## src/design/dma_addr_consts.vh

```
`ifndef DMA_ADDR_CONSTS_VH
`define DMA_ADDR_CONSTS_VH

// ****************************************************************
// Register offsets, byte addresses as printed
// ****************************************************************
`define OFS_PLAY_BASE_LOW 32'h0b000028
`define OFS_PLAY_BASE_HIGH 32'h0b00002a
`define OFS_PLAY_PTR_LOW 32'h0b00002c
`define OFS_PLAY_PTR_HIGH 32'h0b00002e
`define OFS_IR_BASE_LOW 32'h0b000030
`define OFS_IR_BASE_HIGH 32'h0b000032

// ****************************************************************
// Reset values, same for every reset source
// ****************************************************************
`define RST_LOW_HALF 16'hf800
`define RST_HIGH_HALF 16'h01ff

// ****************************************************************
// Writable bit masks of the halves
// ****************************************************************
`define WMASK_FULL 16'hffff
`define WMASK_BIT0_FIXED 16'hfffe
`define WMASK_HIGH 16'h03ff

// ****************************************************************
// Buffer geometry and pointer step
// ****************************************************************
`define ORIGIN_MASK 32'hfffffc00
`define BUF_BYTES 32'h00000800
`define PTR_STEP 32'h00000002

`endif

```

## src/design/addr_half_reg.v

```verilog
`include "dma_addr_consts.vh"

// ****************************************************************
// One 16-bit half of an address register
// ****************************************************************
module addr_half_reg #(
  parameter [15:0] RESET_VAL = 16'h0000,
  parameter [15:0] WMASK = 16'hffff
) (
  input wire core_clk,
  input wire nrst,
  input wire sw_wr,
  input wire [15:0] sw_data,
  input wire hw_ld,
  input wire [15:0] hw_data,
  output reg [15:0] half_q
);

  // Software write beats a hardware load in the same cycle;
  // read-only bits never leave their reset value of zero
  always @(posedge core_clk or negedge nrst) begin
    if (!nrst) begin
      half_q <= RESET_VAL;
    end else if (sw_wr) begin
      half_q <= sw_data & WMASK;
    end else if (hw_ld) begin
      half_q <= hw_data & WMASK;
    end
  end

endmodule

```

## src/design/fixed_prio_arb.v

```verilog
// ****************************************************************
// Fixed priority channel arbiter, one grant held until done
// ****************************************************************
module fixed_prio_arb (
  input wire core_clk,
  input wire nrst,
  input wire [2:0] req,
  input wire done,
  output reg [2:0] grant_q
);

  localparam IDLE = 1'b0;
  localparam BUSY = 1'b1;

  reg state_q;
  reg state_d;
  reg [2:0] grant_d;

  // Bit 2 beats bit 1 beats bit 0; order is fixed in hardware
  always @* begin
    state_d = state_q;
    grant_d = grant_q;
    case (state_q)
      IDLE: begin
        if (req[2]) begin
          grant_d = 3'h4;
          state_d = BUSY;
        end else if (req[1]) begin
          grant_d = 3'h2;
          state_d = BUSY;
        end else if (req[0]) begin
          grant_d = 3'h1;
          state_d = BUSY;
        end
      end
      BUSY: begin
        if (done) begin
          grant_d = 3'h0;
          state_d = IDLE;
        end
      end
      default: begin
        grant_d = 3'h0;
        state_d = IDLE;
      end
    endcase
  end

  // State and grant flops
  always @(posedge core_clk or negedge nrst) begin
    if (!nrst) begin
      state_q <= IDLE;
      grant_q <= 3'h0;
    end else begin
      state_q <= state_d;
      grant_q <= grant_d;
    end
  end

endmodule

```

## src/design/dma_address_unit.v

```verilog
// Functional notes
// - Playback base bits 31..26 read zero and ignore writes.
// - Playback base high half bits 9..0 hold base bits 25..16, r/w.
// - The playback base is the playback channel's start address.
// - Playback buffer is 2 Kbyte at the base with low 10 bits cleared.
// - Playback pointer low half holds next address bits 15..0, r/w.
// - Playback pointer high half: bits 31..26 zero, 25..16 writable.
// - Infrared base low half holds bits 15..0, all sixteen r/w.
// - Infrared base bits 31..26 read zero, bits 25..16 writable.
// - The infrared base is the infrared channel's start address.
// - Infrared buffer is 2 Kbyte at the base with low 10 bits cleared.
// - Playback base bit 0 always reads zero and ignores writes.
// - Colliding requests go recording, then playback, then infrared.

`include "dma_addr_consts.vh"

module dma_address_unit (
  core_clk,
  nrst,
  reg_addr,
  reg_wdata,
  reg_wr,
  reg_rd,
  reg_rdata,
  rec_req,
  play_req,
  ir_req,
  xfer_done,
  rec_grant,
  play_grant,
  ir_grant,
  play_addr,
  play_origin,
  ir_start,
  ir_origin
);

  input wire core_clk;
  input wire nrst;
  input wire [31:0] reg_addr;
  input wire [15:0] reg_wdata;
  input wire reg_wr;
  input wire reg_rd;
  output reg [15:0] reg_rdata;
  input wire rec_req;
  input wire play_req;
  input wire ir_req;
  input wire xfer_done;
  output wire rec_grant;
  output wire play_grant;
  output wire ir_grant;
  output reg [31:0] play_addr;
  output reg [31:0] play_origin;
  output reg [31:0] ir_start;
  output reg [31:0] ir_origin;

  // ****************************************************************
  // Address decode
  // ****************************************************************

  wire sel_pbl;
  wire sel_pbh;
  wire sel_ppl;
  wire sel_pph;
  wire sel_ibl;
  wire sel_ibh;

  // Full 32-bit compare, so aliases never hit a register
  assign sel_pbl = (reg_addr == `OFS_PLAY_BASE_LOW);
  assign sel_pbh = (reg_addr == `OFS_PLAY_BASE_HIGH);
  assign sel_ppl = (reg_addr == `OFS_PLAY_PTR_LOW);
  assign sel_pph = (reg_addr == `OFS_PLAY_PTR_HIGH);
  assign sel_ibl = (reg_addr == `OFS_IR_BASE_LOW);
  assign sel_ibh = (reg_addr == `OFS_IR_BASE_HIGH);

  // ****************************************************************
  // Register halves
  // ****************************************************************

  wire [15:0] pb_lo;
  wire [15:0] pb_hi;
  wire [15:0] pp_lo;
  wire [15:0] pp_hi;
  wire [15:0] ib_lo;
  wire [15:0] ib_hi;
  wire ptr_ld;
  wire [31:0] ptr_ld_val;

  addr_half_reg #(
    .RESET_VAL(`RST_LOW_HALF),
    .WMASK(`WMASK_BIT0_FIXED)
  ) u_pb_lo (
    .core_clk(core_clk),
    .nrst(nrst),
    .sw_wr(reg_wr & sel_pbl),
    .sw_data(reg_wdata),
    .hw_ld(1'b0),
    .hw_data(16'h0000),
    .half_q(pb_lo)
  );

  addr_half_reg #(
    .RESET_VAL(`RST_HIGH_HALF),
    .WMASK(`WMASK_HIGH)
  ) u_pb_hi (
    .core_clk(core_clk),
    .nrst(nrst),
    .sw_wr(reg_wr & sel_pbh),
    .sw_data(reg_wdata),
    .hw_ld(1'b0),
    .hw_data(16'h0000),
    .half_q(pb_hi)
  );

  addr_half_reg #(
    .RESET_VAL(`RST_LOW_HALF),
    .WMASK(`WMASK_FULL)
  ) u_pp_lo (
    .core_clk(core_clk),
    .nrst(nrst),
    .sw_wr(reg_wr & sel_ppl),
    .sw_data(reg_wdata),
    .hw_ld(ptr_ld),
    .hw_data(ptr_ld_val[15:0]),
    .half_q(pp_lo)
  );

  addr_half_reg #(
    .RESET_VAL(`RST_HIGH_HALF),
    .WMASK(`WMASK_HIGH)
  ) u_pp_hi (
    .core_clk(core_clk),
    .nrst(nrst),
    .sw_wr(reg_wr & sel_pph),
    .sw_data(reg_wdata),
    .hw_ld(ptr_ld),
    .hw_data(ptr_ld_val[31:16]),
    .half_q(pp_hi)
  );

  addr_half_reg #(
    .RESET_VAL(`RST_LOW_HALF),
    .WMASK(`WMASK_FULL)
  ) u_ib_lo (
    .core_clk(core_clk),
    .nrst(nrst),
    .sw_wr(reg_wr & sel_ibl),
    .sw_data(reg_wdata),
    .hw_ld(1'b0),
    .hw_data(16'h0000),
    .half_q(ib_lo)
  );

  addr_half_reg #(
    .RESET_VAL(`RST_HIGH_HALF),
    .WMASK(`WMASK_HIGH)
  ) u_ib_hi (
    .core_clk(core_clk),
    .nrst(nrst),
    .sw_wr(reg_wr & sel_ibh),
    .sw_data(reg_wdata),
    .hw_ld(1'b0),
    .hw_data(16'h0000),
    .half_q(ib_hi)
  );

  // ****************************************************************
  // Joined addresses and buffer windows
  // ****************************************************************

  wire [31:0] pb_full;
  wire [31:0] pp_full;
  wire [31:0] ib_full;
  wire [31:0] pb_origin;
  wire [31:0] ib_origin;
  wire [31:0] pb_end;
  wire [31:0] pp_step;

  assign pb_full = {pb_hi, pb_lo};
  assign pp_full = {pp_hi, pp_lo};
  assign ib_full = {ib_hi, ib_lo};

  assign pb_origin = pb_full & `ORIGIN_MASK;
  assign pb_end = pb_origin + `BUF_BYTES;
  assign ib_origin = ib_full & `ORIGIN_MASK;

  // ****************************************************************
  // Playback pointer walk
  // ****************************************************************

  // A base write restarts the walk at the new start address, so
  // software need not reprogram the pointer by hand
  reg base_wr_q;
  wire play_done;

  assign play_done = xfer_done & play_grant;
  assign pp_step = pp_full + `PTR_STEP;

  // Base write seen one cycle late so both halves are settled
  always @(posedge core_clk or negedge nrst) begin
    if (!nrst) begin
      base_wr_q <= 1'b0;
    end else begin
      base_wr_q <= reg_wr & (sel_pbl | sel_pbh);
    end
  end

  assign ptr_ld = base_wr_q | play_done;
  assign ptr_ld_val = base_wr_q ? pb_full :
                      (pp_step >= pb_end) ? pb_origin : pp_step;

  // ****************************************************************
  // Channel arbitration
  // ****************************************************************

  wire [2:0] grants;

  fixed_prio_arb u_arb (
    .core_clk(core_clk),
    .nrst(nrst),
    .req({rec_req, play_req, ir_req}),
    .done(xfer_done),
    .grant_q(grants)
  );

  // Grants come straight from the arbiter flops
  assign rec_grant = grants[2];
  assign play_grant = grants[1];
  assign ir_grant = grants[0];

  // ****************************************************************
  // Address outputs to the DMA logic
  // ****************************************************************

  // Registered so the bus side sees clean, glitch-free addresses;
  // costs one cycle of lag after any register change
  always @(posedge core_clk or negedge nrst) begin
    if (!nrst) begin
      play_addr <= 32'h00000000;
      play_origin <= 32'h00000000;
      ir_start <= 32'h00000000;
      ir_origin <= 32'h00000000;
    end else begin
      play_addr <= pp_full;
      play_origin <= pb_origin;
      ir_start <= ib_full;
      ir_origin <= ib_origin;
    end
  end

  // ****************************************************************
  // Read path
  // ****************************************************************

  reg [15:0] rd_mux;

  // Unmapped offsets read zero
  always @* begin
    rd_mux = 16'h0000;
    if (sel_pbl) begin
      rd_mux = pb_lo;
    end else if (sel_pbh) begin
      rd_mux = pb_hi;
    end else if (sel_ppl) begin
      rd_mux = pp_lo;
    end else if (sel_pph) begin
      rd_mux = pp_hi;
    end else if (sel_ibl) begin
      rd_mux = ib_lo;
    end else if (sel_ibh) begin
      rd_mux = ib_hi;
    end
  end

  // Data valid only in the cycle after the strobe, zero otherwise
  always @(posedge core_clk or negedge nrst) begin
    if (!nrst) begin
      reg_rdata <= 16'h0000;
    end else if (reg_rd) begin
      reg_rdata <= rd_mux;
    end else begin
      reg_rdata <= 16'h0000;
    end
  end

endmodule

```

## config.mk

```make
export PLATFORM = sky130hd
export DESIGN_NAME = dma_address_unit
export DESIGN_NICKNAME = d
export VERILOG_FILES = /design/src/design/addr_half_reg.v /design/src/design/fixed_prio_arb.v /design/src/design/dma_address_unit.v
export VERILOG_INCLUDE_DIRS = /design/src /design/src/design
export SDC_FILE = /design/constraint.sdc
export NUM_CORES = 1
export LEC_CHECK = 0
export BUFFER_PORTS_ARGS = -buffer_cell sky130_fd_sc_hd__buf_2
export CAP_MARGIN = 30
export CORE_AREA = 2 2 125 151
export DETAILED_ROUTE_END_ITERATION = 10
export DIE_AREA = 0 0 127 153
export GPL_ROUTABILITY_DRIVEN = 0
export PLACE_DENSITY = 0.8
export SLEW_MARGIN = 20
export SYNTH_ARGS = -nofsm -noshare
export SYNTH_HDL_FRONTEND = slang
export SYNTH_HIERARCHICAL = 1
export SYNTH_SLANG_ARGS = --single-unit
export TNS_END_PERCENT = 1
```

## constraint.sdc

```tcl
create_clock -name core_clk -period 4.5 [get_ports core_clk]
set_clock_uncertainty 0.15 [all_clocks]
set_input_delay 0.9 -clock core_clk [delete_from_list [all_inputs] [get_ports core_clk]]
set_output_delay 0.9 -clock core_clk [all_outputs]
set_load 0.02 [all_outputs]
```

== Word level (Yosys, flattened, before mapping) ==
Cells that the tools add are included.

* Register bits: 194
* Latch bits: 0
* Memory bits (writable): 0
* ROM bits: 0
* Input port bits: 56
* Output and inout bits: 147
* Logic and storage cells: 62
* Memories: 0

* Add/sub/neg operators: 2
* $mul: 0
* Divide/modulo/power cells: 0
* Magnitude comparators: 1
* Eq/ne operators: 8
* Shift-type cells: 0
* Multiplexer cells: 23
* Bitwise gates (word level): 11
* Reductions and logical operators: 3

{| class="wikitable"
|+ Operators with widths
! operator !! number
|-
| 32-bit by 28-bit equality test with 1-bit output (second input constant) || 6
|-
| 16-bit two-way mux || 10
|-
| 26-bit two-way mux || 2
|-
| 32-bit by 2-bit adder with 32-bit output (second input constant) || 1
|-
| 32-bit by 27-bit >= comparator with 1-bit output || 1
|-
| 26-bit by 12-bit adder with 27-bit output (second input constant) || 1
|-
| 3-bit two-way mux || 4
|-
| 10-bit two-way mux || 1
|-
| 1-bit AND || 8
|-
| 3-bit case mux with 2 select lines || 1
|-
| 1-bit two-way mux || 4
|-
| 4-bit inequality test (second input constant) || 1
|-
| 2-bit nonzero test || 2
|-
| 2-bit inequality test (second input constant) || 1
|-
| 1-bit bitwise OR || 2
|-
| 1-bit case mux with 2 select lines || 1
|-
| 2-bit AND reduction || 1
|-
| 1-bit NOT || 1
|}

== Longest topological paths before layout ==
Gate-level depths: netlist of run 1.

* Word-level depth: 8
* Mapped depth: 17
* Mapped depth without buffers: 16

== Hierarchy ==
The synthesis of run 1 kept the hierarchy.

{| class="wikitable"
|+ Modules (own cells, without submodules)
! module !! times used !! cells an instance !! area each (sq um) !! sequential area each (sq um)
|-
| dma_address_unit || 1 || 587 || 5,914.4 || 2,577.5
|-
| addr_half_reg (u_ib_hi ...) || 3 || 50 || 523.0 || 261.5
|-
| addr_half_reg (u_ib_lo ...) || 2 || 69 || 750.7 || 406.6
|-
| addr_half_reg (u_pb_lo) || 1 || 67 || 716.9 || 381.6
|-
| fixed_prio_arb || 1 || 18 || 181.4 || 100.1
|}

== Worst setup path after synthesis of run 1 ==
No wires, ideal clock.

* Kind: flip-flop to flip-flop
* Start: register u_pp_lo.half_q[11]
* End: register u_pp_hi.half_q[9]
* Library setup time: 0.124 ns
* Arrival: 3.524 ns
* Data required time: 4.226 ns
* Slack: 0.702 ns
* Cell stages (with the launch flop): 16
* Path buffers: 1
* Period minus slack after synthesis: 3.798 ns
* Cells stage by stage: dfstp_2 > and4_1 > nand4_1 > nor3_1 > nand2_1 > xnor2_1 > ha_1 > a211oi_1 > nor2_1 > o221ai_1 > a31oi_1 > nor3_4 > buf_8 > mux2_4 > mux2i_1 > o21ai_1

* Longest elaborated chain between the ends: 6

{| class="wikitable"
|+ RTL lines
! item !! RTL line !! RTL
|-
| from (decl) || addr_half_reg.v:16 || <nowiki>output reg [15:0] half_q</nowiki>
|-
| from (signal assigned) || addr_half_reg.v:25 || <nowiki>half_q <= sw_data & WMASK;</nowiki>
|-
| from (signal assigned) || addr_half_reg.v:27 || <nowiki>half_q <= hw_data & WMASK;</nowiki>
|-
| 32-bit by 2-bit adder with 32-bit output (no line) (*) || n/a ||
|-
| 32-bit by 27-bit >= comparator with 1-bit output || dma_address_unit.v:210 || <nowiki>(pp_step >= pb_end) ? pb_origin : pp_step;</nowiki>
|-
| 26-bit two-way mux (*) || dma_address_unit.v:210 ||
|-
| 26-bit two-way mux (*) || dma_address_unit.v:209 || <nowiki>assign ptr_ld_val = base_wr_q ? pb_full :</nowiki>
|-
| via ptr_ld_val[25] || dma_address_unit.v:87 || <nowiki>wire [31:0] ptr_ld_val;</nowiki>
|-
| 16-bit two-way mux (*) || addr_half_reg.v:26 || <nowiki>end else if (hw_ld) begin</nowiki>
|-
| 16-bit two-way mux (*) || addr_half_reg.v:24 || <nowiki>end else if (sw_wr) begin</nowiki>
|-
| to (signal assigned) || addr_half_reg.v:25 ||
|-
| to (signal assigned) || addr_half_reg.v:27 ||
|-
| to (decl) || addr_half_reg.v:16 ||
|}

Mark *: on every way through the listed nets, which the timed path passes. The rest lies on a longest branch. The select of a mux whose other input is x is not followed.
A chain may end at the register's enable or synchronous reset.

== Worst setup path after layout of run 1 ==
* Start: register u_pp_lo.half_q[2]
* End: register u_pp_lo.half_q[12]

* Longest elaborated chain between the ends: 6

{| class="wikitable"
|+ RTL lines
! item !! RTL line
|-
| 32-bit by 2-bit adder with 32-bit output (no line) (*) || n/a
|-
| 32-bit by 27-bit >= comparator with 1-bit output || dma_address_unit.v:210
|-
| 26-bit two-way mux (*) || dma_address_unit.v:210
|-
| 26-bit two-way mux (*) || dma_address_unit.v:209
|-
| via ptr_ld_val[12] || dma_address_unit.v:87
|-
| 16-bit two-way mux (*) || addr_half_reg.v:26
|-
| 16-bit two-way mux (*) || addr_half_reg.v:24
|}

Marks and branches as above.

==> results of run 1 <==
==> power groups by stage <==
stage | combinational [W] | clock, W | sequential, W
global placement | 0.00108 | 0 | 0.00230
floorplan | 0.000649 | 0 | 0.00236
finish | 0.00114 | 0.00146 | 0.00229
CTS | 0.00112 | 0.00149 | 0.00228
detailed placement | 0.00111 | 0 | 0.00230
global route | 0.00124 | 0.00156 | 0.00232
==> cells in the final DEF, fill, tap and decap left out, types with 5 or more instances in the layout <==
cell / instances
o221ai_1: 15
nand3_1: 26
nor4_1: 6
mux2_2: 8
inv_1: 9
dfrtp_1: 141
and3_1: 15
xor2_1: 22
buf_2: 181
and2_1: 5
mux2_4: 9
ha_1: 23
inv_6: 5
o21ai_0: 54
nand4_1: 12
xnor2_1: 24
a21oi_1: 36
nor2_1: 25
nand2_1: 128
mux2i_1: 79
o21ai_1: 58
o21a_1: 13
buf_4: 19
clkbuf_16: 17
dfstp_2: 42
conb_1: 94
a22o_1: 18
==> layout make-up <==
| type | instances | area [sq um] | share of cell area [%] |
|---|---|---|---|
| inverters | 9 | 33.8 | 0.299 |
| clock inverters | 14 | 129 | 1.14 |
| repair buffers | 202 | 1080 | 9.56 |
| clock buffers | 18 | 439 | 3.89 |
| flip-flops and latches | 184 | 4660 | 41.3 |
| well taps | 224 | 280 | 2.48 |
| multi-input cells | 735 | 4670 | 41.4 |
==> per-layer routing <==
metal / up-vias / routed length, um / track usage [%]
li1: 3602 / - / -
met1: 3814 / 11000 / 37.7
met2: 436 / 13200 / 45.9
met3: 102 / 2100 / 4.73
met4: 0 / 1470 / 15.9
met5: - / 0 / 0
==> flip-flops by register name, summed over array words and instances (netlist names), 15 cells and up <==
name            count
ir_start           31
u_pp_lo/half_q     16
u_ib_lo/half_q     16
play_origin        22
play_addr          32
reg_rdata          16
u_pb_lo/half_q     15
==> critical path: stages (launching register included) <==
cell and delay, ns:
dfrtp_1 0.51, ha_2 0.33, nand2_1 0.15, or3_1 0.42
inv_1 0.10, and3_1 0.18, xor2_1 0.22, ha_1 0.27
a21boi_0 0.14, o31ai_1 0.37, a31oi_1 0.24, nor3_4 0.22
buf_4 0.25, mux2_2 0.36, mux2i_1 0.17, o21ai_1 0.09
==> final timing paths <==
path | start | endpoint | slack [ns] | depth (start not counted)
worst max-delay path | u_pp_lo/half_q[2] | u_pp_lo/half_q[12] | 0.24 | 15
max in group asynchronous | nrst | u_ib_lo/half_q[15] | 2.83 | 2
worst min register to register | u_ib_lo/half_q[3] | ir_start[3] | 0.26 | 0
worst min-delay path | u_ib_lo/half_q[3] | ir_start[3] | 0.26 | 0
worst max register to register | u_pp_lo/half_q[2] | u_pp_lo/half_q[12] | 0.24 | 15
min in group asynchronous | nrst | ir_start[20] | 0.36 | 1
==> through the flow <==
step                      power (W)  area (sq um)  cells  hold slack (ns)
after floorplan             0.00301         10100   1043            0.218
after global placement      0.00339         10700   1354            0.238
after detailed placement    0.00341         10700   1354            0.238
after CTS                   0.00489         11300   1386            0.254
after global routing        0.00512         11300   1386            0.271
final                       0.00490         11300   1386            0.256
==> timing repair <==
action | CTS | global route
hold buffers | 0 | 0
setup endpoints to repair | 0 | 14
gates resized for setup | 0 | 3
==> summary.md, run 1 <==
| Metric | Value |
|---|---|
| Maximum number of pins on one net before global-route repair | 90 |
| Util after Layout | 62.8% |
| Fill count | approximately 1500 |
| Residual DRC | 0 |
| Die height | 153 um |
| Antenna violations before repair | 0 |
| Via/cell ratio | about 5.7 |
| Num CTS Buffers | 17 |
| Clk buf depth | 2 |
| Critical path data required time | around 4.7 ns |
| Routed WL per cell | approximately 20 um |
| DRT Pass-1 Iters | 6 |
| Sw Ratio | a little over a third |
| Leakage Power | ~5.1 nW |
| Max Freq | 235 MHz |
| Reg power frac | between 40% and 50% |
| Final Max Slew Viols | 0 |
| Total negative slack | 0 ns |
| Row count | 54 |
| Slew @ Worst Pin | ~0.85 ns |
| Share of cells above drive strength 1 | 27.0% |
| First DRT Iteration DRCs | 860 |
| Global-route wire length before repair | ~43000 um |
| Worst Path Max Fanout | 13 |
| Yosys synthesis warning count | 6 |
| Hold WC Path Type | flip-flop to flip-flop |
| Vias in the first global route | a little under 8000 |
| Pint | 0.00319 W |
| # diodes | 0 |
| HPWL after detailed placement | between 15000 and 20000 um |
| Full die area | between 15000 and 20000 sq um |
| Area Overhead vs Synth | 15.2% |
| Crit end category | flip-flop |
| CTS sink count | between 150 and 200 |
| Psw | around 0.0017 W |
| Routed Antenna Nets | 0 |
| All-Layer GR Usage | just under 30% |
| Final wirelength | between 20000 and 30000 um |
| Via Count | 7954 |
| Final cycle utilization of the critical path | 94.7% |
| Worst-path clk slew | about 0.080 ns |
| Core footprint | about 18000 sq um |
| Clock root cell | clkbuf_16 |
| Kind of critical path | flip-flop to flip-flop |
| Postcts setup bufs | 0 |
| RSZ-0062 raised after global routing | no |
| Final Hold Viols | 0 |
| Fin nets | between 1000 and 1500 |
| Arrival time at the worst endpoint | between 4 and 5 ns |
| Minimum clock period | about 4.3 ns |
| Synthesized area | between 9000 and 10000 sq um |
| Post-Syn Area per Cell | between 10 and 15 sq um |
| Total grt overflow | 0 |
| Starting Density | 54.5% |
| Skew-Pair Late Insertion Delay | between 0.4 and 0.5 ns |
| P per Cell Area | approximately 430 nW/um^2 |
| Status | completed |
| Die X | 127 um |
| # IOs | about 200 |
| Startpoint Class | flip-flop |
| Worst setup margin | approximately 0.24 ns |
| Htree depth | 4 |
| IR drop worst, VDD | about 290 uV |
| Gate power share | 23.3% |
| Post-Syn Instances | roughly 950 |
| Setup violations, final | 0 |
| CTS tree | yes |
| Dpl ws | roughly 0.27 ns |
| IO Port Bufs | ~180 |
| Maxcap violations | 0 |
| Slew headroom | 43.2% |
| Clock share of power | between 20% and 30% |
No activity file was read; power rests on OpenSTA's default activity.
==> run 2, diff against run 1 <==
Settings changed: CORE_AREA 2 2 125 151 to 2 2 115 140, DIE_AREA 0 0 127 153 to 0 0 117 142, SYNTH_HIERARCHICAL 1 to not set.
==> run 2 against run 1 <==
  * Sequential power shrank 25%
  * Non-clock buffer count shrank 36
  * Sequential cell count shrank 18
  * Register-to-register slack gained 0.03 ns
==> summary.md, run 2 <==
| Metric | Value |
|---|---|
| Post-Syn Instances | 716 (-25%) |
| First DRT Iteration DRCs | 497 (-42%) |
| Num CTS Buffers | 17 (unchanged) |
| # diodes | 0 (unchanged) |
| Slew @ Worst Pin | 0.950 ns (+0.0971 ns) |
| IO Port Bufs | 158 (-13%) |
| Leakage Power | 4.75 nW (-7.6%) |
| DRT Pass-1 Iters | 7 (+1) |
| Placed insts | 1045 (-23%) |
| Skew-Pair Late Insertion Delay | 0.43 ns (about the same) |
| Max incr delay on CP | 0.60 ns (+0.09 ns) |
| CP bufs+invs | 1 (-1) |
| Core footprint | 15300 sq um (-15%) |
| Final Max Slew Viols | 0 (unchanged) |
| Postcts setup bufs | 0 (unchanged) |
| Resized cells post-CTS | 0 (unchanged) |
| Maximum number of pins on one net before global-route repair | 99 (+10%) |
| Largest regs | ir_start: 26 flops, play_addr: 26 flops |
| Antenna violations before repair | 0 (unchanged) |
| Total grt overflow | 0 (unchanged) |
| All-Layer GR Usage | 25.5% (-3.3 points) |
| Minimum clock period | 4.23 ns (-0.0323 ns) |
| Arrival time at the worst endpoint | 4.38 ns (-0.09 ns) |
| Kind of critical path | flip-flop to flip-flop |
| Final cycle utilization of the critical path | 94.0% (-0.72 points) |
| Yosys synthesis warning count | 0 (-6) |
| Worst Path Max Fanout | 9 (-4) |
| Routed Antenna Nets | 0 (unchanged) |
| Die X | 117 um (-7.9%) |
| Synth top area cells | dfrtp_1 (38%), dfstp_2 (14%), mux2_2 (7.1%) |
| Starting Density | 52.8% (-1.7 points) |
| CTS Hold Bufs | 0 (unchanged) |
| Yosys top cell area share | a little under two fifths |
| Post-Syn Area per Cell | 11.3 sq um (+10%) |
| Yosys top cell by area | dfrtp_1 |
| CTS sink count | 166 (-9.8%) |
| Status | completed |
| Max Freq | 236 MHz (+0.77%) |
| Non-filler cells in the finished layout | 1077 (-22%) |
| Share of cells above drive strength 1 | 34.4% (+7.4 points) |
| Total chip power | 0.00386 W (-21%) |
| Most frequent cell after synthesis | dfrtp_1 |
| Dominant synthesized flop cell | dfrtp_1 |
| Hold WC Path Type | flip-flop to flip-flop |
| Synthesized area | 8090 sq um (-17%) |
| Yosys reg bits | about 170 |
| Post-DP Area | 8780 sq um (-18%) |
| Startpoint Class | flip-flop |
| CTS tree | yes |
| Htree depth | 4 (unchanged) |
| Ys async rst share | 100% |
| HPWL after detailed placement | 14500 um (-25%) |
| Worst-path clk slew | 0.07 ns (about the same) |
| # IOs | 203 (unchanged) |
| Global-route wire length before repair | 32100 um (-26%) |
| Finished Cell Area | 9390 sq um (-17%) |
| Sequential fraction of the synthesis area | between 50% and 60% |
| Slew headroom | 36.7% (-6.5 points) |
| Cell Chain, Critical Path | ha_1 -> nand3_1 -> nor4_1 -> nand3_1 -> xnor2_1 -> ha_1 -> nand4_1 -> nand2b_1 -> a31oi_1 -> nor3_4 -> buf_4 -> mux2i_1 -> o21ai_1 |
| Via/cell ratio | 5.64 (-1.8%) |
| RSZ-0062 raised after global routing | no |
| Crit path max-delay family | simple AND/OR/NAND/NOR gates |
| Vias in the first global route | 5917 (-25%) |
| Area Overhead vs Synth | 16.1% |
| Commonest cells post-synth | dfrtp_1 (124), buf_4 (60), mux2_2 (51) |
| EDFF count, synth | 0 |
| Final wirelength | 20500 um (-26%) |
| Clock root cell | clkbuf_16 |
| IR drop worst, VDD | 285 uV (-0.87%) |
| Die height | 142 um (-7.2%) |
| Routed WL per cell | 19.0 um (-4.9%) |
| Row count | 50 (-7.4%) |
| Full die area | 16600 sq um (-14%) |
| Commonest non-fill, non-tap cells in the layout | buf_2 (157), dfrtp_1 (124), mux2_2 (51) |
| Final Hold Viols | 0 (unchanged) |
| P per Cell Area | 411 nW/um^2 (-5.3%) |
| Maxcap violations | 0 (unchanged) |
| Slowest cell on the critical path | nor4_1 |
| Total negative slack | 0 ns (unchanged) |
| Critical path data required time | 4.65 ns (-0.06 ns) |
| Fill count | 1210 (-19%) |
| Dpl ws | 0.455 ns (+0.182 ns) |
| Residual DRC | 0 (unchanged) |
| Setup violations, final | 0 (unchanged) |
| Clk buf depth | 2 (unchanged) |
| Yosys cell types | 56 |
| Via Count | 6072 (-24%) |
| Reg area | 4210 sq um (-9.7%) |
| Multi-input logic area | 3410 sq um (-27%) |
| Worst setup margin | 0.270 ns (+0.0323 ns) |
| Crit end category | flip-flop |
| Fin nets | 931 (-24%) |
| Most common cell after layout, fill and taps aside | buf_2 |
## run 2: metal layers
layer	track usage, %	part of all wire [%]	vias to the layer above
met1	31.2	38	2995
li1	-	-	2734
met4	12.1	3.9	0
met2	43.6	52	285
met5	0	0	-
met3	4.09	5.7	58
## run 2: worst register-to-register path, stage by stage, from the launching register on
cell      delay (ns)
dfrtp_1         0.49
ha_1            0.38
nand3_1         0.22
nor4_1          0.60
nand3_1         0.18
xnor2_1         0.21
ha_1            0.28
nand4_1         0.17
nand2b_1        0.14
a31oi_1         0.16
nor3_4          0.53
buf_4           0.29
mux2i_1         0.21
o21ai_1         0.07
## run 2: kinds of logic (layout without fill, tap and decap cells)
| logic type | count (synthesis) | in the layout | synth area share, % |
|---|---|---|---|
| fa+ha+maj | 19 | 19 | 2.94 |
| xor+xnor | 32 | 32 | 3.47 |
| simple gates | 183 | 183 | 12.1 |
| mux | 97 | 97 | 12.8 |
| other cells | 1 | 44 | 0.0464 |
| flops | 166 | 166 | 52.0 |
| compound gates | 119 | 119 | 8.83 |
| buf+inv | 99 | 209 | 7.86 |
## run 2: per-stage QoR
stage	hold WS, ns	utilization (%)
floorplan	0.199	-
global placement	0.230	57.3
detailed placement	0.236	57.3
CTS	0.256	61.3
global route	0.264	61.3
finish	0.247	61.3
## run 2: final cells by class
cell class	instances	area share [%]
inverter	11	0.440
sequential	166	44.8
tap	208	2.77
multi-input combinational	494	36.3
clock buffer	17	4.53
clock inverter	15	1.91
timing repair buffer	166	9.26
## run 2: worst paths after layout
kind,startpoint,to,slack (ns),cells after the start
max,u_pp_lo.half_q[1],u_pp_hi.half_q[9],0.27,13
min,u_ib_lo.half_q[0],ir_start[0],0.25,0
max reg2reg,u_pp_lo.half_q[1],u_pp_hi.half_q[9],0.27,13
min reg2reg,u_ib_lo.half_q[0],ir_start[0],0.25,0
max in group asynchronous,nrst,u_pp_lo.half_q[11],2.96,2
min in group asynchronous,nrst,ir_start[19],0.29,1
## run 2: where the power goes
| group | switching, W | internal, W |
|---|---|---|
| Sequential | 0.000129 | 0.00159 |
| Combinational | 0.000419 | 0.000240 |
| Clock | 0.000681 | 0.000797 |
| Total | 0.00123 | 0.00263 |
==> run 3, diff against run 2 <==
Settings changed: CELL_PAD_IN_SITES_DETAIL_PLACEMENT set to 1, CELL_PAD_IN_SITES_GLOBAL_PLACEMENT set to 1, CORE_AREA 2 2 115 140 to 2 2 130 158, DIE_AREA 0 0 117 142 to 0 0 132 160, PLACE_DENSITY 0.8 to not set, PLACE_DENSITY_LB_ADDON set to 0.1.
==> run 3 against run 2 <==
  * Combinational power increased by 3%
  * Non-clock buffer count is 5 higher
  * Hold slack got worse by 0.090 ns
==> summary.md, run 3 (synthesized netlist as in run 2, its figures left out) <==
| Metric | Value |
|---|---|
| Status | completed |
| First DRT Iteration DRCs | 276 (-44%) |
| Residual DRC | 0 (unchanged) |
| Die X | 132 um (+13%) |
| Maximum number of pins on one net before global-route repair | 101 (+2.0%) |
| Most common cell after layout, fill and taps aside | buf_2 |
| Die height | 160 um (+13%) |
| Clk buf depth | 2 (unchanged) |
| IR drop worst, VDD | 259 uV (-9.3%) |
| Slowest cell on the critical path | o41ai_1 |
| CP bufs+invs | 1 (unchanged) |
| Arrival time at the worst endpoint | 4.23 ns (-0.15 ns) |
| Setup violations, final | 0 (unchanged) |
| HPWL after detailed placement | 17100 um (+18%) |
| Total grt overflow | 0 (unchanged) |
| IO Port Bufs | 158 (unchanged) |
| GR Util met1 | 25.5% (-5.7 points) |
| Largest regs | ir_start: 26 flops, play_addr: 26 flops |
| Starting Density | 40.9% (-12 points) |
| Commonest non-fill, non-tap cells in the layout | buf_2 (157), dfrtp_1 (124), mux2_2 (51) |
| Worst Path Max Fanout | 18 (+9) |
| Gate power share | 17.8% (+0.7 points) |
| GR Layer Usage met3 | 4.16% (+0.070 points) |
| Antenna violations before repair | 0 (unchanged) |
| Share of cells above drive strength 1 | 34.7% (+0.26 points) |
| Final wirelength | 23300 um (+14%) |
| Crit path max-delay family | simple AND/OR/NAND/NOR gates |
| # IOs | 203 (unchanged) |
| Slew headroom | 42.8% (+6.1 points) |
| Sw Ratio | 31.7% (-0.22 points) |
| Pint | 0.00261 W (-0.68%) |
| Critical path data required time | 4.70 ns (+0.05 ns) |
| Final cycle utilization of the critical path | 89.5% (-4.5 points) |
| Htree depth | 4 (unchanged) |
| Util after Layout | 48.0% (-13 points) |
| Maxcap violations | 0 (unchanged) |
| Worst-path clk slew | 0.07 ns (about the same) |
| Area Overhead vs Synth | 17.2% |
| Via Count | 5986 (-1.4%) |
| Max Freq | 248 MHz (+5.0%) |
| Busiest grt layer | met2 |
| Routed WL per cell | 20.5 um (+7.7%) |
| Clock share of power | 37.3% (-1.0 points) |
| P per Cell Area | 403 nW/um^2 (-2.0%) |
| CTS sink count | 166 (unchanged) |
| Max incr delay on CP | 0.73 ns (+0.13 ns) |
| Leakage Power | 4.75 nW (about the same) |
| CTS tree | yes |
| Cell Chain, Critical Path | ha_1 -> nand3_1 -> nor4_1 -> nand3_1 -> xnor2_1 -> ha_1 -> nand4_1 -> o41ai_1 -> nor3_4 -> buf_4 -> a21o_2 -> o21ai_0 |
| Clock root cell | clkbuf_16 |
| Resized cells post-CTS | 0 (unchanged) |
| Num CTS Buffers | 17 (unchanged) |
| Reg power frac | 44.9% (+0.3 points) |
| All-Layer GR Usage | 22.6% (-2.8 points) |
| Startpoint Class | flip-flop |
| # diodes | 0 (unchanged) |
| Kind of critical path | flip-flop to flip-flop |
| M2 GR Usage | 41.7% (-1.9 points) |
| Final Hold Viols | 0 (unchanged) |
| RSZ-0062 raised after global routing | no |
| Row count | 57 (+14%) |
| Slew @ Worst Pin | 0.856 ns (-0.0933 ns) |
| Hold WC Path Type | primary input to asynchronous set/reset pin |
| Psw | 0.00121 W (-1.7%) |
| DRT Pass-1 Iters | 5 (-2) |
| Minimum clock period | 4.03 ns (-0.202 ns) |
| Postcts setup bufs | 0 (unchanged) |
| Fill count | 2212 (+83%) |
| Skew-Pair Late Insertion Delay | 0.43 ns (about the same) |
| Full die area | 21100 sq um (+27%) |
| Vias in the first global route | 6572 (+11%) |
| Total negative slack | 0 ns (unchanged) |
| Final Max Slew Viols | 0 (unchanged) |
| Total chip power | 0.00382 W (-0.99%) |
| Via/cell ratio | 5.26 (-6.8%) |
| Fin nets | 936 (+0.54%) |
| Global-route wire length before repair | 36700 um (+15%) |
| Routed Antenna Nets | 0 (unchanged) |
| Core footprint | 19800 sq um (+29%) |
| Crit end category | flip-flop |
| CTS Hold Bufs | 0 (unchanged) |
[run 3: cell count changes in the layout (fill, tap and decap cells not counted)]
cell | before | now
clkinvlp_4 | 1 | 4
clkbuf_1 | 0 | 1
clkinv_2 | 0 | 1
inv_6 | 3 | 4
buf_4 | 7 | 11
clkinv_8 | 2 | 0
inv_8 | 5 | 2
buf_16 | 0 | 1
clkinv_4 | 3 | 2
[run 3: worst register-to-register path, delay by kind of cell (launching register included)]
| kind | cells | cell delay (ns) |
|---|---|---|
| AO/OA/AOI/OAI | 3 | 1.12 |
| XOR/XNOR | 1 | 0.17 |
| adder cells (fa/ha/maj) | 2 | 0.69 |
| buffers and inverters | 1 | 0.25 |
| flip-flops | 1 | 0.49 |
| AND/OR/NAND/NOR | 5 | 1.10 |
[run 3: final cells by class]
type / instances / area [sq um] / area share, %
sequential: 166 / 4210 / 44.4
multi-input combinational: 494 / 3410 / 35.9
timing repair buffer: 171 / 927 / 9.78
clock buffer: 18 / 429 / 4.53
tap: 265 / 332 / 3.50
clock inverter: 14 / 140 / 1.48
inverter: 11 / 41.3 / 0.435
[run 3: final timing paths]
check,endpoint,slack [ns],cells past startpoint,startpoint
max,u_pp_lo.half_q[10],0.47,12,u_pp_lo.half_q[1]
min,ir_start[17],0.16,1,nrst
max reg2reg,u_pp_lo.half_q[10],0.47,12,u_pp_lo.half_q[1]
min reg2reg,ir_start[6],0.25,0,u_ib_lo.half_q[6]
max in group asynchronous,u_pp_hi.half_q[5],3.33,2,nrst
min in group core_clk,ir_start[6],0.25,0,u_ib_lo.half_q[6]
[run 3: power by group through the flow]
stage	Combinational [W]	Sequential, W	Clock (W)
2_1_floorplan	0.000469	0.00174	0
3_3_place_gp	0.000665	0.00174	0
3_5_place_dp	0.000675	0.00175	0
4_1_cts	0.000679	0.00172	0.00146
5_1_grt	0.000733	0.00174	0.00152
6_report	0.000678	0.00172	0.00142
[run 3: routing by layer]
metal	routed length (um)	share of wire, %
met5	0	0
met4	752	3.2
met3	868	3.7
met2	12600	54
met1	9070	39
[run 3: stage by stage]
stage | cells | area (sq um) | setup slack, ns | hold WS (ns)
3_3_place_gp | 1106 | 8890 | 0.736 | 0.231
2_1_floorplan | 759 | 8250 | 1.10 | 0.199
6_report | 1139 | 9480 | 0.473 | 0.157
5_1_grt | 1139 | 9480 | 0.106 | 0.155
4_1_cts | 1138 | 9460 | 0.461 | 0.248
3_5_place_dp | 1106 | 8890 | 0.491 | 0.233
